[src/shared/sbrg_pkg.sv]
// Constants for the serial baud rate generator block.
// Assumes a 32-bit AHB-Lite register bus and one system clock.
package sbrg_pkg;

	// Register byte offsets
	localparam logic [7:0] ADDR_BAUD_CTRL = 8'h00;
	localparam logic [7:0] ADDR_RX_CTRL = 8'h04;
	localparam logic [7:0] ADDR_DIV_LOW = 8'h08;
	localparam logic [7:0] ADDR_DIV_HIGH = 8'h0C;
	localparam logic [7:0] ADDR_TX_CTRL = 8'h10;
	localparam logic [7:0] ADDR_COUNT = 8'h14;

	// Baud control fields
	localparam int unsigned BC_ABD_OVF = 7;
	localparam int unsigned BC_RX_IDLE = 6;
	localparam int unsigned BC_CLK_POL = 4;
	localparam int unsigned BC_SIXTEEN = 3;
	localparam int unsigned BC_WAKE = 1;
	localparam int unsigned BC_ABD_EN = 0;
	localparam logic [7:0] BC_WR_MASK = 8'h1B;

	// Transmit status and control fields
	localparam int unsigned TS_CLK_SRC = 7;
	localparam int unsigned TS_SYNC = 4;
	localparam int unsigned TS_HIGH_SPEED = 2;
	localparam int unsigned TS_SHIFT_EMPTY = 1;
	localparam logic [7:0] TS_WR_MASK = 8'hFD;

	// Receive status and control fields
	localparam int unsigned RS_PORT_EN = 7;
	localparam logic [7:0] RS_WR_MASK = 8'hF8;

	// Values after reset
	localparam logic [7:0] BC_RESET = 8'h00;
	localparam logic [7:0] TS_RESET = 8'h00;
	localparam logic [7:0] RS_RESET = 8'h00;
	localparam logic [7:0] DIV_RESET = 8'h00;
	localparam logic RX_IDLE_RESET = 1'b1;

	// Prescale multipliers as last prescaler counts
	localparam int unsigned PRE_W = 6;
	localparam logic [5:0] PRE_LAST_64 = 6'h3F;
	localparam logic [5:0] PRE_LAST_16 = 6'h0F;
	localparam logic [5:0] PRE_LAST_4 = 6'h03;

	typedef enum logic [2:0] {
		SBRG_DIV64 = 3'b001,
		SBRG_DIV16 = 3'b010,
		SBRG_DIV4 = 3'b100
	} sbrg_scale_e;

endpackage

[src/core/sbrg_prescaler.sv]
// Prescaler dividing the system clock by 64, 16 or 4.
// Assumes the clear input is a one-cycle pulse from the same clock.
module sbrg_prescaler (
	input wire logic clk, // System clock
	input wire logic sys_rst, // Async reset, active high
	input wire sbrg_pkg::sbrg_scale_e scaleSel, // Multiplier choice
	input wire logic clear, // Restart from zero
	output logic tick // One pulse per prescale period
);
	import sbrg_pkg::*;

	logic [PRE_W-1:0] count_q;
	logic [PRE_W-1:0] last;

	always_comb begin
		unique case (scaleSel)
			SBRG_DIV64: last = PRE_LAST_64;
			SBRG_DIV16: last = PRE_LAST_16;
			SBRG_DIV4: last = PRE_LAST_4;
			default: last = PRE_LAST_64;
		endcase
	end

	// Count wraps at or past the last value so a mode change cannot stall
	always_ff @(posedge clk or posedge sys_rst) begin
		if (sys_rst) begin
			count_q <= '0;
		end else if (clear || count_q >= last) begin
			count_q <= '0;
		end else begin
			count_q <= count_q + 1'b1;
		end
	end

	assign tick = !clear && (count_q >= last);

endmodule

[src/core/sbrg_top.sv]
// Serial baud rate generator with its AHB-Lite register slave.
// Assumes one system clock; receiver and transmitter status come
// from logic on the same clock and need no synchroniser.
//
// Contract
// - Generator is a dedicated timer counting as 8-bit or 16-bit.
// - After reset the generator counts in 8-bit mode.
// - Setting sixteen-bit select switches the generator to 16-bit.
// - Timer runs continuously; period set by divisor high:low as n.
// - Asynchronous multiplier depends on high-speed and 16-bit bits.
// - Synchronous mode ignores the high-speed select bit.
// - Divide by 64(n+1) 8-bit async low, 16(n+1) if one of 16-bit or high-speed set, 4(n+1) both or sync.
// - Any divisor write clears the generator counter at once.
// - Sixteen-bit select one means 16-bit, zero means 8-bit.
// - Mode-select one means synchronous, zero asynchronous.
// - Receiver idle flag set while idle, cleared while receiving.
module sbrg_top #(
	parameter int unsigned COUNT_W = 16 // Generator counter width
) (
	input wire logic clk, // System clock, 100 MHz
	input wire logic sys_rst, // Async reset, active high
	input wire logic hsel, // AHB slave select
	input wire logic [31:0] haddr, // AHB address
	input wire logic [1:0] htrans, // AHB transfer type
	input wire logic hwrite, // AHB write
	input wire logic [2:0] hsize, // AHB size
	input wire logic [31:0] hwdata, // AHB write data
	input wire logic hready, // AHB bus ready
	output logic hreadyout, // AHB slave ready
	output logic hresp, // AHB response
	output logic [31:0] hrdata, // AHB read data
	input wire logic rxBusy, // Receiver has a start bit in hand
	input wire logic txShiftEmpty, // Transmit shift register empty
	input wire logic [2:0] rxStatus, // Receiver error and ninth bit
	input wire logic autoBaudOvf, // Auto-baud timer overflow
	output logic baudTick, // One pulse per baud period
	output logic syncMode, // Synchronous mode selected
	output logic [7:0] baudControl, // Baud control contents
	output logic [7:0] txControl, // Transmit control contents
	output logic [7:0] rxControl // Receive control contents
);
	import sbrg_pkg::*;

	if (COUNT_W != 16) begin : g_width_check
		$error("sbrg_top supports only a 16-bit generator");
	end

	// Bus state
	logic addrValid;
	logic wrPend_q;
	logic [7:0] wrAddr_q;
	logic [31:0] rdData_q;
	logic [31:0] rdNext;
	logic [7:0] rdAddr;

	// Registers
	logic [7:0] baudCtrl_q;
	logic [7:0] txCtrl_q;
	logic [7:0] rxCtrl_q;
	logic [7:0] divLow_q;
	logic [7:0] divHigh_q;
	logic rxIdle_q;

	// Generator state
	logic [COUNT_W-1:0] count_q;
	logic [COUNT_W-1:0] periodN;
	logic sixteenBit;
	logic highSpeed;
	logic divWrite;
	logic preTick;
	logic wrapNow;
	logic baudTick_q;

	assign hreadyout = 1'b1;
	assign hresp = 1'b0;
	assign hrdata = rdData_q;

	assign addrValid = hsel && hready && htrans[1];
	assign rdAddr = haddr[7:0];

	// Address phase of a write is held for its data phase
	always_ff @(posedge clk or posedge sys_rst) begin
		if (sys_rst) begin
			wrPend_q <= 1'b0;
		end else begin
			wrPend_q <= addrValid && hwrite;
		end
	end

	always_ff @(posedge clk or posedge sys_rst) begin
		if (sys_rst) begin
			wrAddr_q <= 8'h00;
		end else if (addrValid && hwrite) begin
			wrAddr_q <= haddr[7:0];
		end
	end

	// Read data is sampled in the address phase, shown in the data phase
	always_comb begin
		rdNext = 32'h0000_0000;
		unique case (rdAddr)
			ADDR_BAUD_CTRL: rdNext[7:0] = baudControl;
			ADDR_RX_CTRL: rdNext[7:0] = rxControl;
			ADDR_DIV_LOW: rdNext[7:0] = divLow_q;
			ADDR_DIV_HIGH: rdNext[7:0] = divHigh_q;
			ADDR_TX_CTRL: rdNext[7:0] = txControl;
			ADDR_COUNT: rdNext[COUNT_W-1:0] = count_q;
			default: rdNext = 32'h0000_0000;
		endcase
	end

	always_ff @(posedge clk or posedge sys_rst) begin
		if (sys_rst) begin
			rdData_q <= 32'h0000_0000;
		end else if (addrValid && !hwrite) begin
			rdData_q <= rdNext;
		end
	end

	// Baud control: only select, polarity, wake and auto-baud are writable
	always_ff @(posedge clk or posedge sys_rst) begin
		if (sys_rst) begin
			baudCtrl_q <= BC_RESET;
		end else if (wrPend_q && wrAddr_q == ADDR_BAUD_CTRL) begin
			baudCtrl_q <= hwdata[7:0] & BC_WR_MASK;
		end
	end

	always_ff @(posedge clk or posedge sys_rst) begin
		if (sys_rst) begin
			txCtrl_q <= TS_RESET;
		end else if (wrPend_q && wrAddr_q == ADDR_TX_CTRL) begin
			txCtrl_q <= hwdata[7:0] & TS_WR_MASK;
		end
	end

	always_ff @(posedge clk or posedge sys_rst) begin
		if (sys_rst) begin
			rxCtrl_q <= RS_RESET;
		end else if (wrPend_q && wrAddr_q == ADDR_RX_CTRL) begin
			rxCtrl_q <= hwdata[7:0] & RS_WR_MASK;
		end
	end

	always_ff @(posedge clk or posedge sys_rst) begin
		if (sys_rst) begin
			divLow_q <= DIV_RESET;
		end else if (wrPend_q && wrAddr_q == ADDR_DIV_LOW) begin
			divLow_q <= hwdata[7:0];
		end
	end

	always_ff @(posedge clk or posedge sys_rst) begin
		if (sys_rst) begin
			divHigh_q <= DIV_RESET;
		end else if (wrPend_q && wrAddr_q == ADDR_DIV_HIGH) begin
			divHigh_q <= hwdata[7:0];
		end
	end

	// Idle flag follows the receiver one cycle later
	always_ff @(posedge clk or posedge sys_rst) begin
		if (sys_rst) begin
			rxIdle_q <= RX_IDLE_RESET;
		end else begin
			rxIdle_q <= !rxBusy;
		end
	end

	// Read views merge stored bits with live status
	always_comb begin
		baudControl = baudCtrl_q;
		baudControl[BC_ABD_OVF] = autoBaudOvf;
		baudControl[BC_RX_IDLE] = rxIdle_q;
	end

	always_comb begin
		txControl = txCtrl_q;
		txControl[TS_SHIFT_EMPTY] = txShiftEmpty;
	end

	always_comb begin
		rxControl = rxCtrl_q;
		rxControl[2:0] = rxStatus;
	end

	// Mode decode
	assign syncMode = txCtrl_q[TS_SYNC];
	assign sixteenBit = baudCtrl_q[BC_SIXTEEN];
	assign highSpeed = txCtrl_q[TS_HIGH_SPEED] && !syncMode;

	sbrg_scale_e scaleSel;

	always_comb begin
		if (syncMode) begin
			scaleSel = SBRG_DIV4;
		end else if (sixteenBit && highSpeed) begin
			scaleSel = SBRG_DIV4;
		end else if (sixteenBit || highSpeed) begin
			scaleSel = SBRG_DIV16;
		end else begin
			scaleSel = SBRG_DIV64;
		end
	end

	// Period value n: full pair in 16-bit mode, low byte only in 8-bit
	always_comb begin
		if (sixteenBit) begin
			periodN = {divHigh_q, divLow_q};
		end else begin
			periodN = {8'h00, divLow_q};
		end
	end

	// Either divisor write restarts prescaler and counter together
	assign divWrite = wrPend_q &&
		(wrAddr_q == ADDR_DIV_LOW || wrAddr_q == ADDR_DIV_HIGH);

	sbrg_prescaler u_prescaler (
		.clk(clk),
		.sys_rst(sys_rst),
		.scaleSel(scaleSel),
		.clear(divWrite),
		.tick(preTick)
	);

	// Counter wraps at n, or past it if n shrank under it
	assign wrapNow = preTick && (count_q >= periodN);

	always_ff @(posedge clk or posedge sys_rst) begin
		if (sys_rst) begin
			count_q <= '0;
		end else if (divWrite) begin
			count_q <= '0;
		end else if (wrapNow) begin
			count_q <= '0;
		end else if (preTick) begin
			count_q <= count_q + 1'b1;
		end
	end

	always_ff @(posedge clk or posedge sys_rst) begin
		if (sys_rst) begin
			baudTick_q <= 1'b0;
		end else begin
			baudTick_q <= wrapNow && !divWrite;
		end
	end

	assign baudTick = baudTick_q;

endmodule

[config.mk]
export PLATFORM = sky130hd
export DESIGN_NAME = sbrg_top
export DESIGN_NICKNAME = d
export VERILOG_FILES = /design/src/shared/sbrg_pkg.sv /design/src/core/sbrg_prescaler.sv /design/src/core/sbrg_top.sv
export SDC_FILE = /design/constraint.sdc
export NUM_CORES = 1
export LEC_CHECK = 0
export ABC_AREA = 1
export BUFFER_PORTS_ARGS = -buffer_cell sky130_fd_sc_hd__buf_4
export CORE_UTILIZATION = 40
export CTS_BUF_LIST = sky130_fd_sc_hd__clkbuf_2
export DETAILED_ROUTE_END_ITERATION = 16
export PLACE_DENSITY = 0.68
export SLEW_MARGIN = 20
export SYNTH_ARGS = -nofsm -noshare
export SYNTH_HDL_FRONTEND = slang
export SYNTH_SLANG_ARGS = --single-unit
export TNS_END_PERCENT = 20
[constraint.sdc]
create_clock -name clk -period 6.1 [get_ports clk]
set_clock_uncertainty 0.05 [all_clocks]
set_input_delay 0.915 -clock clk [delete_from_list [all_inputs] [get_ports clk]]
set_output_delay 0.915 -clock clk [all_outputs]
set_load 0.005 [all_outputs]
## Yosys cells after proc, flatten, opt, wreduce, memory -nomap -nowiden

Cells that the tools add are included.

| storage, ports and cells | value |
|---|---|
| latch bits | 0 |
| memory bits (read-only) | 0 |
| input port bits | 80 |
| memories kept | 0 |
| bits in writable memories | 0 |
| register bits | 81 |
| logic and storage cells | 63 |

| cells by class | value |
|---|---|
| add/sub/neg operators | 2 |
| eq/ne operators | 11 |
| shift operators | 0 |
| bitwise logic cells | 0 |
| mux-type cells | 11 |
| $lt $le $gt $ge | 2 |
| divide/modulo/power cells | 0 |
| multipliers | 0 |
| reduce and logical (&&, ||, !) cells | 25 |

Operator list:

| cell | count |
|---|---|
| $mux W16 | 4 |
| $pmux W8 S6 | 1 |
| $eq A8 B4 Y1 const B | 4 |
| $eq A8 B5 Y1 const B | 3 |
| $add A16 B1 Y16 const B | 1 |
| $eq A8 B3 Y1 const B | 2 |
| $ge A16 B16 Y1 | 1 |
| $logic_not A8 Y1 | 2 |
| $logic_and A1 B1 Y1 | 15 |
| $pmux W6 S2 | 1 |
| $mux W8 | 1 |
| $add A6 B1 Y6 const B | 1 |
| $ge A6 B6 Y1 | 1 |
| $mux W3 | 2 |
| $mux W6 | 1 |
| $logic_not A1 Y1 | 4 |
| $eq A3 B2 Y1 const B | 1 |
| $eq A3 B3 Y1 const B | 1 |
| $logic_or A1 B1 Y1 | 3 |
| $reduce_bool A3 Y1 | 1 |
| $mux W2 | 1 |

## Depth between registers and ports, before layout

Gate-level depths: netlist of the first run.

| depth | value |
|---|---|
| depth in word-level cells | 13 |
| gate-level depth with buffers | 16 |
| depth with buffers taken out | 16 |

## By module

A second synthesis of the first run with hierarchy kept.

| second synthesis, totals | value |
|---|---|
| cells, all modules | 624 |
| area, all modules | 4848.4 um^2 |

By module, submodules not included:

| module | instances | area each (um^2) | seq. area each (um^2) | cells an instance |
|---|---|---|---|---|
| sbrg_top | 1 | 4456.8 | 1878.1 | 575 |
| sbrg_prescaler | 1 | 391.6 | 150.1 | 49 |

## Least setup slack after synthesis of the first run

No wires, ideal clock.

| path | value |
|---|---|
| path kind | flip-flop to flip-flop |
| start | reg baudCtrl_q[3] |
| end | reg u_prescaler.count_q[2] |
| buffers on the path | 1 |
| period minus slack after synthesis | 2.532 ns |
| stages on the path, launching flop included | 13 |
| data arrival time | 2.393 ns |
| library setup time | 0.089 ns |
| setup slack | 3.568 ns |
| cell sequence | dfrtp_1 > clkbuf_1 > inv_1 > ha_1 > inv_1 > a31oi_1 > o31ai_1 > ha_1 > a21oi_1 > o21ai_1 > nor2_2 > nand2_1 > nor3b_1 |

| on the way | value |
|---|---|
| word-level cells in the longest chain between the ends | 9 |

RTL lines:

| element | line | text |
|---|---|---|
| from (decl) | sbrg_top.sv:57 | `logic [7:0] baudCtrl_q;` |
| from (signal assigned) | sbrg_top.sv:125 | `baudCtrl_q <= hwdata[7:0] & BC_WR_MASK;` |
| $logic_or A1 B1 Y1 | sbrg_top.sv:199 | `end else if (sixteenBit \|\| highSpeed) begin` |
| $mux W2 | sbrg_top.sv:199 |  |
| $mux W3 (*) | sbrg_top.sv:197 | `end else if (sixteenBit && highSpeed) begin` |
| $mux W3 (*) | sbrg_top.sv:195 | `if (syncMode) begin` |
| $eq A3 B3 Y1 or $eq A3 B2 Y1 (tied branches) | sbrg_prescaler.sv:16 | `unique case (scaleSel)` |
| $pmux W6 S2 (*) | sbrg_prescaler.sv:16 |  |
| $ge A6 B6 Y1 (*) | sbrg_prescaler.sv:28 | `end else if (clear \|\| count_q >= last) begin` |
| $logic_or A1 B1 Y1 (*) | sbrg_prescaler.sv:28 |  |
| $mux W6 (*) | sbrg_prescaler.sv:28 |  |
| to (signal assigned) | sbrg_prescaler.sv:31 | `count_q <= count_q + 1'b1;` |
| to (decl) | sbrg_prescaler.sv:12 | `logic [PRE_W-1:0] count_q;` |

Mark *: on every way between the ends. The rest lies on a longest branch, timed or not.
A chain may end at the register's enable or synchronous reset.

## Worst setup path in the final report of the first run

Ends and elaborated chain as after synthesis.

==> metrics.txt, run 1 <==
# TYPE chip_impl_metric gauge
chip_impl_metric{name="detail_route.drc_violations",unit=""} 7
chip_impl_metric{name="drive_gt1_share",unit="%"} 16.0
chip_impl_metric{name="synth-edff-count",unit=""} 0
chip_impl_metric{name="cts.sinks",unit=""} 81
chip_impl_metric{name="cts-hold-fix-buffers",unit=""} 0
chip_impl_metric{name="period_needed",unit="ps"} 3360
chip_impl_metric{name="synthArstFlopShare",unit="%"} 100
chip_impl_metric{name="synth-warning-count",unit=""} 0
chip_impl_info{name="most-common-layout-cells",value="sky130_fd_sc_hd__nand2_1, sky130_fd_sc_hd__dfrtp_1, sky130_fd_sc_hd__inv_1, sky130_fd_sc_hd__buf_4, sky130_fd_sc_hd__o21ai_0"} 1
chip_impl_metric{name="grt_antenna_before_repair",unit=""} 0
chip_impl_metric{name="post-route-period-util",unit="%"} 55.1
chip_impl_metric{name="avgSynthCellArea",unit="um2"} 7.77
chip_impl_info{name="violations",value="design-rule violations"} 1
chip_impl_metric{name="antennaDiodeCount",unit=""} 0
chip_impl_metric{name="globalRoute.totalOverflow",unit=""} 0
chip_impl_info{name="worst_path_dominant_cell_family",value="simple AND/OR/NAND/NOR gates"} 1
chip_impl_metric{name="clock_group_share_of_total_power",unit="%"} 20.7
chip_impl_metric{name="nNetsFinal",unit=""} 779
chip_impl_metric{name="power.static_leakage",unit="nW"} 2.94
chip_impl_metric{name="core_area",unit="um2"} 11600
chip_impl_info{name="tritoncts_clock_tree",value="yes"} 1
chip_impl_metric{name="timing_worst_slew_pin_value",unit="ps"} 889
chip_impl_metric{name="switchingPower",unit="mW"} 0.487
chip_impl_metric{name="fin_total_pwr",unit="mW"} 1.25
chip_impl_metric{name="die_h",unit="um"} 111
chip_impl_metric{name="route.final.wire_length",unit="mm"} 11.7
chip_impl_metric{name="gr-usage-all-layers",unit="%"} 20.1
chip_impl_metric{name="syn_to_final_growth",unit="%"} 12.3
chip_impl_info{name="critical_path.startpoint_type",value="flop"} 1
chip_impl_metric{name="hold_violations",unit=""} 0
chip_impl_metric{name="pwr_density_cell",unit="nW/um2"} 233
chip_impl_metric{name="cp.required",unit="ps"} 6530
chip_impl_metric{name="post_cts_resized",unit=""} 0
chip_impl_metric{name="max_clock_freq",unit="GHz"} 0.297
chip_impl_metric{name="ant_nets",unit=""} 0
chip_impl_metric{name="yosysSeqAreaShare",unit="%"} 42.3
chip_impl_metric{name="synth.lib_cells_used.distinct",unit=""} 34
chip_impl_metric{name="setup_total_negative_slack",unit="ps"} 0
chip_impl_metric{name="share_seq_of_total_power",unit="%"} 52.1
chip_impl_metric{name="vias_per_cell",unit=""} 5.13
chip_impl_metric{name="io_pins",unit=""} 140
chip_impl_metric{name="fillerInstances",unit=""} 1155
chip_impl_metric{name="starting_density_of_the_core",unit="%"} 41.4
chip_impl_metric{name="finish.cell_count_without_fillers",unit=""} 823
chip_impl_info{name="critPathCaptureType",value="flop"} 1
chip_impl_metric{name="post-place-ws",unit="ps"} 2810
chip_impl_metric{name="final_critical_path_setup_slack",unit="ps"} 2740
chip_impl_metric{name="netlist_area",unit="um2"} 4790
chip_impl_info{name="worstHoldPathType",value="in2reg"} 1
chip_impl_metric{name="sequential_cell_area",unit="um2"} 2030
chip_impl_info{name="crit_path_top_delay_cell",value="sky130_fd_sc_hd__dfrtp_1"} 1
chip_impl_metric{name="detailedRoute.firstPassIterationCount",unit=""} 13
chip_impl_info{name="layout.cells.most_common",value="sky130_fd_sc_hd__nand2_1"} 1
chip_impl_metric{name="port-buffer-count",unit=""} 67
chip_impl_metric{name="cap_viol_max_count",unit=""} 0
chip_impl_metric{name="clockBufferDepth",unit=""} 2
chip_impl_metric{name="multi_input_combinational_cell_area",unit="um2"} 2270
chip_impl_metric{name="die-width",unit="um"} 111
chip_impl_metric{name="fin_area",unit="um2"} 5380
chip_impl_metric{name="avgRoutedWirePerCell",unit="um"} 14.3
chip_impl_metric{name="synthesis.instances",unit=""} 617
chip_impl_metric{name="via_count",unit=""} 4218
chip_impl_metric{name="power.share.switching",unit="%"} 38.8
chip_impl_metric{name="total_clock_buffers_created_by_cts",unit=""} 9
chip_impl_metric{name="timing.max_slew.rel_slack",unit="%"} 40.5
chip_impl_info{name="status",value="complete, but fails checks"} 1
chip_impl_metric{name="first_iter_violations",unit=""} 207
chip_impl_info{name="critPathKind",value="reg2reg"} 1
chip_impl_info{name="postSynth.topFlopCell",value="sky130_fd_sc_hd__dfrtp_1"} 1
chip_impl_metric{name="gpl.final_weighted_congestion",unit=""} 0.889
chip_impl_metric{name="htree_num_levels",unit=""} 3
chip_impl_metric{name="first_global_vias",unit=""} 4071
chip_impl_metric{name="critical-path-max-stage-delay",unit="ps"} 690
chip_impl_metric{name="ffs_latches_synth",unit=""} 81
chip_impl_metric{name="post-cts-setup-buffer-count",unit=""} 0
chip_impl_metric{name="power_report.internal_total",unit="mW"} 0.767
chip_impl_info{name="cts_root_buffer",value="sky130_fd_sc_hd__clkbuf_2"} 1
chip_impl_info{name="crit_chain",value="inv_1 -> ha_1 -> inv_1 -> a31oi_1 -> o31ai_1 -> ha_1 -> a21oi_1 -> o21ai_1 -> nor2_2 -> nand2_1 -> nor3b_1"} 1
chip_impl_metric{name="critical_path.n_buffers_inverters",unit=""} 2
chip_impl_metric{name="final-max-slew-violation-count",unit=""} 0
chip_impl_metric{name="clkTransAtPathRegs",unit="ps"} 230
chip_impl_metric{name="comb_power_share",unit="%"} 27.2
chip_impl_metric{name="fp-row-count",unit=""} 39
chip_impl_metric{name="worst_skew_pair.late_latency",unit="ps"} 560
chip_impl_metric{name="numPlacedInstances",unit=""} 807
chip_impl_metric{name="final_hpwl_from_detailed_placement",unit="mm"} 9.08
chip_impl_metric{name="fp.dieArea",unit="um2"} 12400
chip_impl_metric{name="grt_start_max_net_pins",unit=""} 82
chip_impl_metric{name="worstPathArrival",unit="ps"} 3790
chip_impl_metric{name="final.hold.worst_slack",unit="ps"} 378
chip_impl_metric{name="placed_area",unit="um2"} 5280
chip_impl_metric{name="vdd_ir_drop_max",unit="V"} 0.000106
chip_impl_metric{name="setup_violations",unit=""} 0
chip_impl_metric{name="grt_pass1_wl",unit="mm"} 19.7
chip_impl_metric{name="postLayoutCoreUtil",unit="%"} 46.5
chip_impl_info{name="setup_repair_after_global_routing_missed_its_margin",value="no"} 1
chip_impl_metric{name="critPathMaxFanout",unit=""} 16
-- final cells by class --
type	instances	share of cell area, %
clock buffer	9	0.837
clock inverter	7	1.00
inverter	76	5.33
multi-input combinational	439	42.3
sequential	81	37.7
tap	143	3.33
timing repair buffer	68	9.56
-- cells in the mapped netlist (all sizes together), types with 3 or more instances --
library cell / count / area share [%]
nand2: 168 / 13
dfrtp: 80 / 42
inv: 76 / 6.0
o21ai: 70 / 8.0
nand3: 53 / 5.5
nor2: 47 / 3.9
buf: 32 / 4.9
ha: 24 / 6.3
nor3: 12 / 2.3
nand4: 10 / 1.3
xor2: 10 / 1.8
a21oi: 8 / 0.84
clkbuf: 7 / 0.76
o31ai: 5 / 0.78
o21bai: 3 / 0.47
-- per-layer routing --
metal,wire [um],part of all wire [%],global-route usage (%),up-vias
met2,5850,50,34.6,122
met1,5070,43,24.7,2014
li1,-,-,-,2061
met3,561,4.8,4.41,21
met4,265,2.3,7.66,0
met5,0,0,0,-
-- worst paths after layout --
kind | startpoint | endpoint | slack [ps] | cells after the start
max | baudCtrl_q[3]$_DFFE_PP0P_ | u_prescaler.count_q[2]$_DFF_PP0_ | 2740 | 11
min | rxBusy | rxIdle_q$_DFF_PP1_ | 380 | 2
max reg2reg | baudCtrl_q[3]$_DFFE_PP0P_ | u_prescaler.count_q[2]$_DFF_PP0_ | 2740 | 11
min reg2reg | u_prescaler.count_q[0]$_DFF_PP0_ | u_prescaler.count_q[0]$_DFF_PP0_ | 430 | 1
max in group asynchronous | sys_rst | wrAddr_q[6]$_DFFE_PP0P_ | 5010 | 3
min in group asynchronous | sys_rst | u_prescaler.count_q[0]$_DFF_PP0_ | 430 | 3
-- power by group through the flow --
stage          combinational [mW]  sequential, mW  clock, mW
2_1_floorplan               0.254           0.643          0
3_3_place_gp                0.325           0.659          0
3_5_place_dp                0.338           0.661          0
4_1_cts                     0.340           0.652      0.268
5_1_grt                     0.393           0.663      0.294
6_report                    0.342           0.653      0.259
-- logic make-up (layout without fill, tap and decap cells) --
| family | after synthesis | count (layout) | share of synthesized area, % |
|---|---|---|---|
| buffers and inverters | 115 | 160 | 11.6 |
| AO/OA/AOI/OAI | 88 | 88 | 10.4 |
| other | 2 | 20 | 0.157 |
| flip-flops | 81 | 81 | 42.3 |
| AND/OR/NAND/NOR | 295 | 295 | 27.0 |
| XOR/XNOR | 12 | 12 | 2.19 |
| adder cells (fa/ha/maj) | 24 | 24 | 6.27 |
-- state kept, by name, summed over array words and instances (netlist names) --
register	cells
baudCtrl_q	4
baudTick	1
count_q	16
divHigh_q	8
divLow_q	8
hrdata	16
rxCtrl_q	5
rxIdle_q	1
txCtrl_q	7
u_prescaler.count_q	6
wrAddr_q	8
wrPend_q	1
(Power assumes the default switching activity.)
==> run 2: changes to the inputs <==
==> constraint.sdc (replaced) <==
create_clock -name clk -period 3.2 [get_ports clk]
set_clock_uncertainty 0.05 [all_clocks]
set_input_delay 0.48 -clock clk [delete_from_list [all_inputs] [get_ports clk]]
set_output_delay 0.48 -clock clk [all_outputs]
set_load 0.005 [all_outputs]
==> metrics.txt, run 2 (synthesis results as in run 1) <==
# TYPE chip_impl_metric gauge
chip_impl_metric{name="placed_area",unit="um2"} 5310
chip_impl_metric{name="globalRoute.totalOverflow",unit=""} 0
chip_impl_metric{name="io_pins",unit=""} 140
chip_impl_metric{name="timing.max_slew.rel_slack",unit="%"} 41.5
chip_impl_metric{name="via_count",unit=""} 4167
chip_impl_info{name="worstHoldPathType",value="in2reg"} 1
chip_impl_metric{name="fin_total_pwr",unit="mW"} 2.36
chip_impl_metric{name="ant_nets",unit=""} 0
chip_impl_metric{name="setup_total_negative_slack",unit="ps"} 0
chip_impl_metric{name="avgRoutedWirePerCell",unit="um"} 13.9
chip_impl_info{name="worst_hold_path_ep",value="wrAddr_q[1]$_DFFE_PP0P_"} 1
chip_impl_metric{name="detailedRoute.firstPassIterationCount",unit=""} 11
chip_impl_metric{name="total_clock_buffers_created_by_cts",unit=""} 9
chip_impl_info{name="min-delay-start",value="haddr[1]"} 1
chip_impl_metric{name="port-buffer-count",unit=""} 67
chip_impl_metric{name="period_needed",unit="ps"} 2790
chip_impl_metric{name="cp.required",unit="ps"} 3610
chip_impl_metric{name="gr-usage-all-layers",unit="%"} 19.5
chip_impl_info{name="cts_root_buffer",value="sky130_fd_sc_hd__clkbuf_2"} 1
chip_impl_metric{name="fin_area",unit="um2"} 5420
chip_impl_metric{name="route.final.wire_length",unit="mm"} 11.5
chip_impl_info{name="setup_repair_after_global_routing_missed_its_margin",value="no"} 1
chip_impl_metric{name="setup_violations",unit=""} 0
chip_impl_metric{name="fillerInstances",unit=""} 1113
chip_impl_metric{name="final_hpwl_from_detailed_placement",unit="mm"} 9.05
chip_impl_metric{name="clockBufferDepth",unit=""} 2
chip_impl_metric{name="detail_route.drc_violations",unit=""} 7
chip_impl_metric{name="drive_gt1_share",unit="%"} 16.1
chip_impl_metric{name="grt_start_max_net_pins",unit=""} 46
chip_impl_info{name="violations",value="design-rule violations"} 1
chip_impl_metric{name="r2r.worst_path.cells",unit=""} 13
chip_impl_info{name="most-common-layout-cells",value="sky130_fd_sc_hd__nand2_1, sky130_fd_sc_hd__dfrtp_1, sky130_fd_sc_hd__inv_1, sky130_fd_sc_hd__buf_4, sky130_fd_sc_hd__o21ai_0"} 1
chip_impl_metric{name="fp.dieArea",unit="um2"} 12400
chip_impl_metric{name="timing_worst_slew_pin_value",unit="ps"} 874
chip_impl_info{name="status",value="complete, but fails checks"} 1
chip_impl_metric{name="die_h",unit="um"} 111
chip_impl_info{name="worstReg2RegEnd",value="count_q[2]$_DFFE_PP0P_"} 1
chip_impl_metric{name="core_area",unit="um2"} 11600
chip_impl_metric{name="use_met1",unit="%"} 23.6
chip_impl_info{name="top_usage_layer",value="met2"} 1
chip_impl_metric{name="htree_num_levels",unit=""} 3
chip_impl_metric{name="vias_per_cell",unit=""} 5.03
chip_impl_info{name="crit-reg2reg-launch",value="txCtrl_q[4]$_DFFE_PP0P_"} 1
chip_impl_metric{name="cap_viol_max_count",unit=""} 0
chip_impl_metric{name="globalRouteMet3Util",unit="%"} 3.65
chip_impl_metric{name="first_global_vias",unit=""} 3965
chip_impl_metric{name="nNetsFinal",unit=""} 784
chip_impl_metric{name="grt_antenna_before_repair",unit=""} 0
chip_impl_info{name="critPathKind",value="reg2reg"} 1
chip_impl_info{name="critPathCaptureType",value="flop"} 1
chip_impl_metric{name="first_iter_violations",unit=""} 223
chip_impl_metric{name="clkTransAtPathRegs",unit="ps"} 230
chip_impl_metric{name="antennaDiodeCount",unit=""} 0
chip_impl_info{name="tritoncts_clock_tree",value="yes"} 1
chip_impl_info{name="critical_path.startpoint_type",value="flop"} 1
chip_impl_metric{name="hold_violations",unit=""} 0
chip_impl_metric{name="pwr_density_cell",unit="nW/um2"} 436
chip_impl_metric{name="gpl.final_weighted_congestion",unit=""} 0.941
chip_impl_metric{name="power.static_leakage",unit="nW"} 2.96
chip_impl_metric{name="syn_to_final_growth",unit="%"} 13.0
chip_impl_metric{name="grt_use_met2",unit="%"} 33.3
chip_impl_metric{name="ff2ff_setup_slack",unit="ps"} 410
chip_impl_metric{name="vdd_ir_drop_max",unit="V"} 0.000230
chip_impl_metric{name="max_clock_freq",unit="GHz"} 0.359
chip_impl_metric{name="critPathMaxFanout",unit=""} 10
chip_impl_info{name="layout.cells.most_common",value="sky130_fd_sc_hd__nand2_1"} 1
chip_impl_metric{name="worstPathArrival",unit="ps"} 3200
chip_impl_metric{name="finish.cell_count_without_fillers",unit=""} 828
chip_impl_metric{name="numPlacedInstances",unit=""} 810
chip_impl_metric{name="die-width",unit="um"} 111
chip_impl_metric{name="starting_density_of_the_core",unit="%"} 41.4
chip_impl_metric{name="min_delay_path_depth",unit=""} 3
chip_impl_metric{name="cts.sinks",unit=""} 81
chip_impl_metric{name="fp-row-count",unit=""} 39
chip_impl_metric{name="final-max-slew-violation-count",unit=""} 0
chip_impl_metric{name="worst_skew_pair.late_latency",unit="ps"} 550
chip_impl_metric{name="grt_pass1_wl",unit="mm"} 19.1
chip_impl_metric{name="post-route-period-util",unit="%"} 87.1
chip_impl_metric{name="postLayoutCoreUtil",unit="%"} 46.8
[run 2: changes by cell type in the layout (fill, tap and decap cells not counted)]
cell / previous run / this run
sky130_fd_sc_hd__buf_12: 0 / 1
sky130_fd_sc_hd__clkinvlp_4: 3 / 2
sky130_fd_sc_hd__inv_6: 3 / 0
sky130_fd_sc_hd__clkinv_1: 0 / 2
sky130_fd_sc_hd__buf_4: 67 / 70
sky130_fd_sc_hd__buf_6: 1 / 0
sky130_fd_sc_hd__dlygate4sd3_1: 0 / 2
sky130_fd_sc_hd__clkinv_2: 2 / 4
[run 2: timing repair]
item,in CTS,in global routing
setup buffers,0,0
hold endpoints to repair,37,0
gates resized for setup,0,0
hold buffers,2,0
[run 2: through the flow]
step | hold WS (ps) | setup slack, ps
CTS | 41.8 | 359
global placement | 398 | 554
floorplan | 383 | 592
finish | 78.7 | 412
global route | 42.7 | 205
detailed placement | 407 | 403
[run 2: layout make-up]
class,instances,area [um2],area share (%)
Timing Repair Buffer,73,566,10.4
Multi-Input combinational cell,439,2270,42.0
Sequential cell,81,2030,37.5
Clock buffer,9,45.0,0.832
Inverter,76,287,5.29
Tap cell,143,179,3.30
Clock inverter,7,37.5,0.693
[run 2: worst max-delay path, cell delays in order, from the launching register on]
cell,delay (ps)
sky130_fd_sc_hd__dfrtp_1,510
sky130_fd_sc_hd__nor2_1,180
sky130_fd_sc_hd__inv_1,60
sky130_fd_sc_hd__ha_1,260
sky130_fd_sc_hd__inv_1,50
sky130_fd_sc_hd__a31oi_1,210
sky130_fd_sc_hd__o31ai_1,140
sky130_fd_sc_hd__ha_1,310
sky130_fd_sc_hd__nand2_1,70
sky130_fd_sc_hd__o21ai_1,160
sky130_fd_sc_hd__nor2_2,80
sky130_fd_sc_hd__nor2_2,240
sky130_fd_sc_hd__nand2_2,210
sky130_fd_sc_hd__o21ai_0,210
[run 2: how the worst max path moves through the flow]
stage,cells after the start,from,to,slack (ps)
after detailed placement,13,txCtrl_q[4]$_DFFE_PP0P_,count_q[2]$_DFFE_PP0P_,400
after floorplan,1,sys_rst,baudCtrl_q[0]$_DFFE_PP0P_,590
after global routing,13,txCtrl_q[4]$_DFFE_PP0P_,count_q[2]$_DFFE_PP0P_,200
after CTS,13,txCtrl_q[4]$_DFFE_PP0P_,count_q[2]$_DFFE_PP0P_,360
final,13,txCtrl_q[4]$_DFFE_PP0P_,count_q[2]$_DFFE_PP0P_,410
after global placement,13,txCtrl_q[4]$_DFFE_PP0P_,count_q[11]$_DFFE_PP0P_,550
[run 2: layer usage]
metal	wire length, um	up-vias
li1	-	2071
met1	4990	1938
met2	5650	125
met3	480	33
met4	374	0
met5	0	-
[run 2: power breakdown]
part	internal [mW]	total [mW]	switching, mW
sequential	1.13	1.24	0.109
combinational	0.240	0.670	0.431
clock	0.0922	0.448	0.355
total	1.46	2.36	0.895
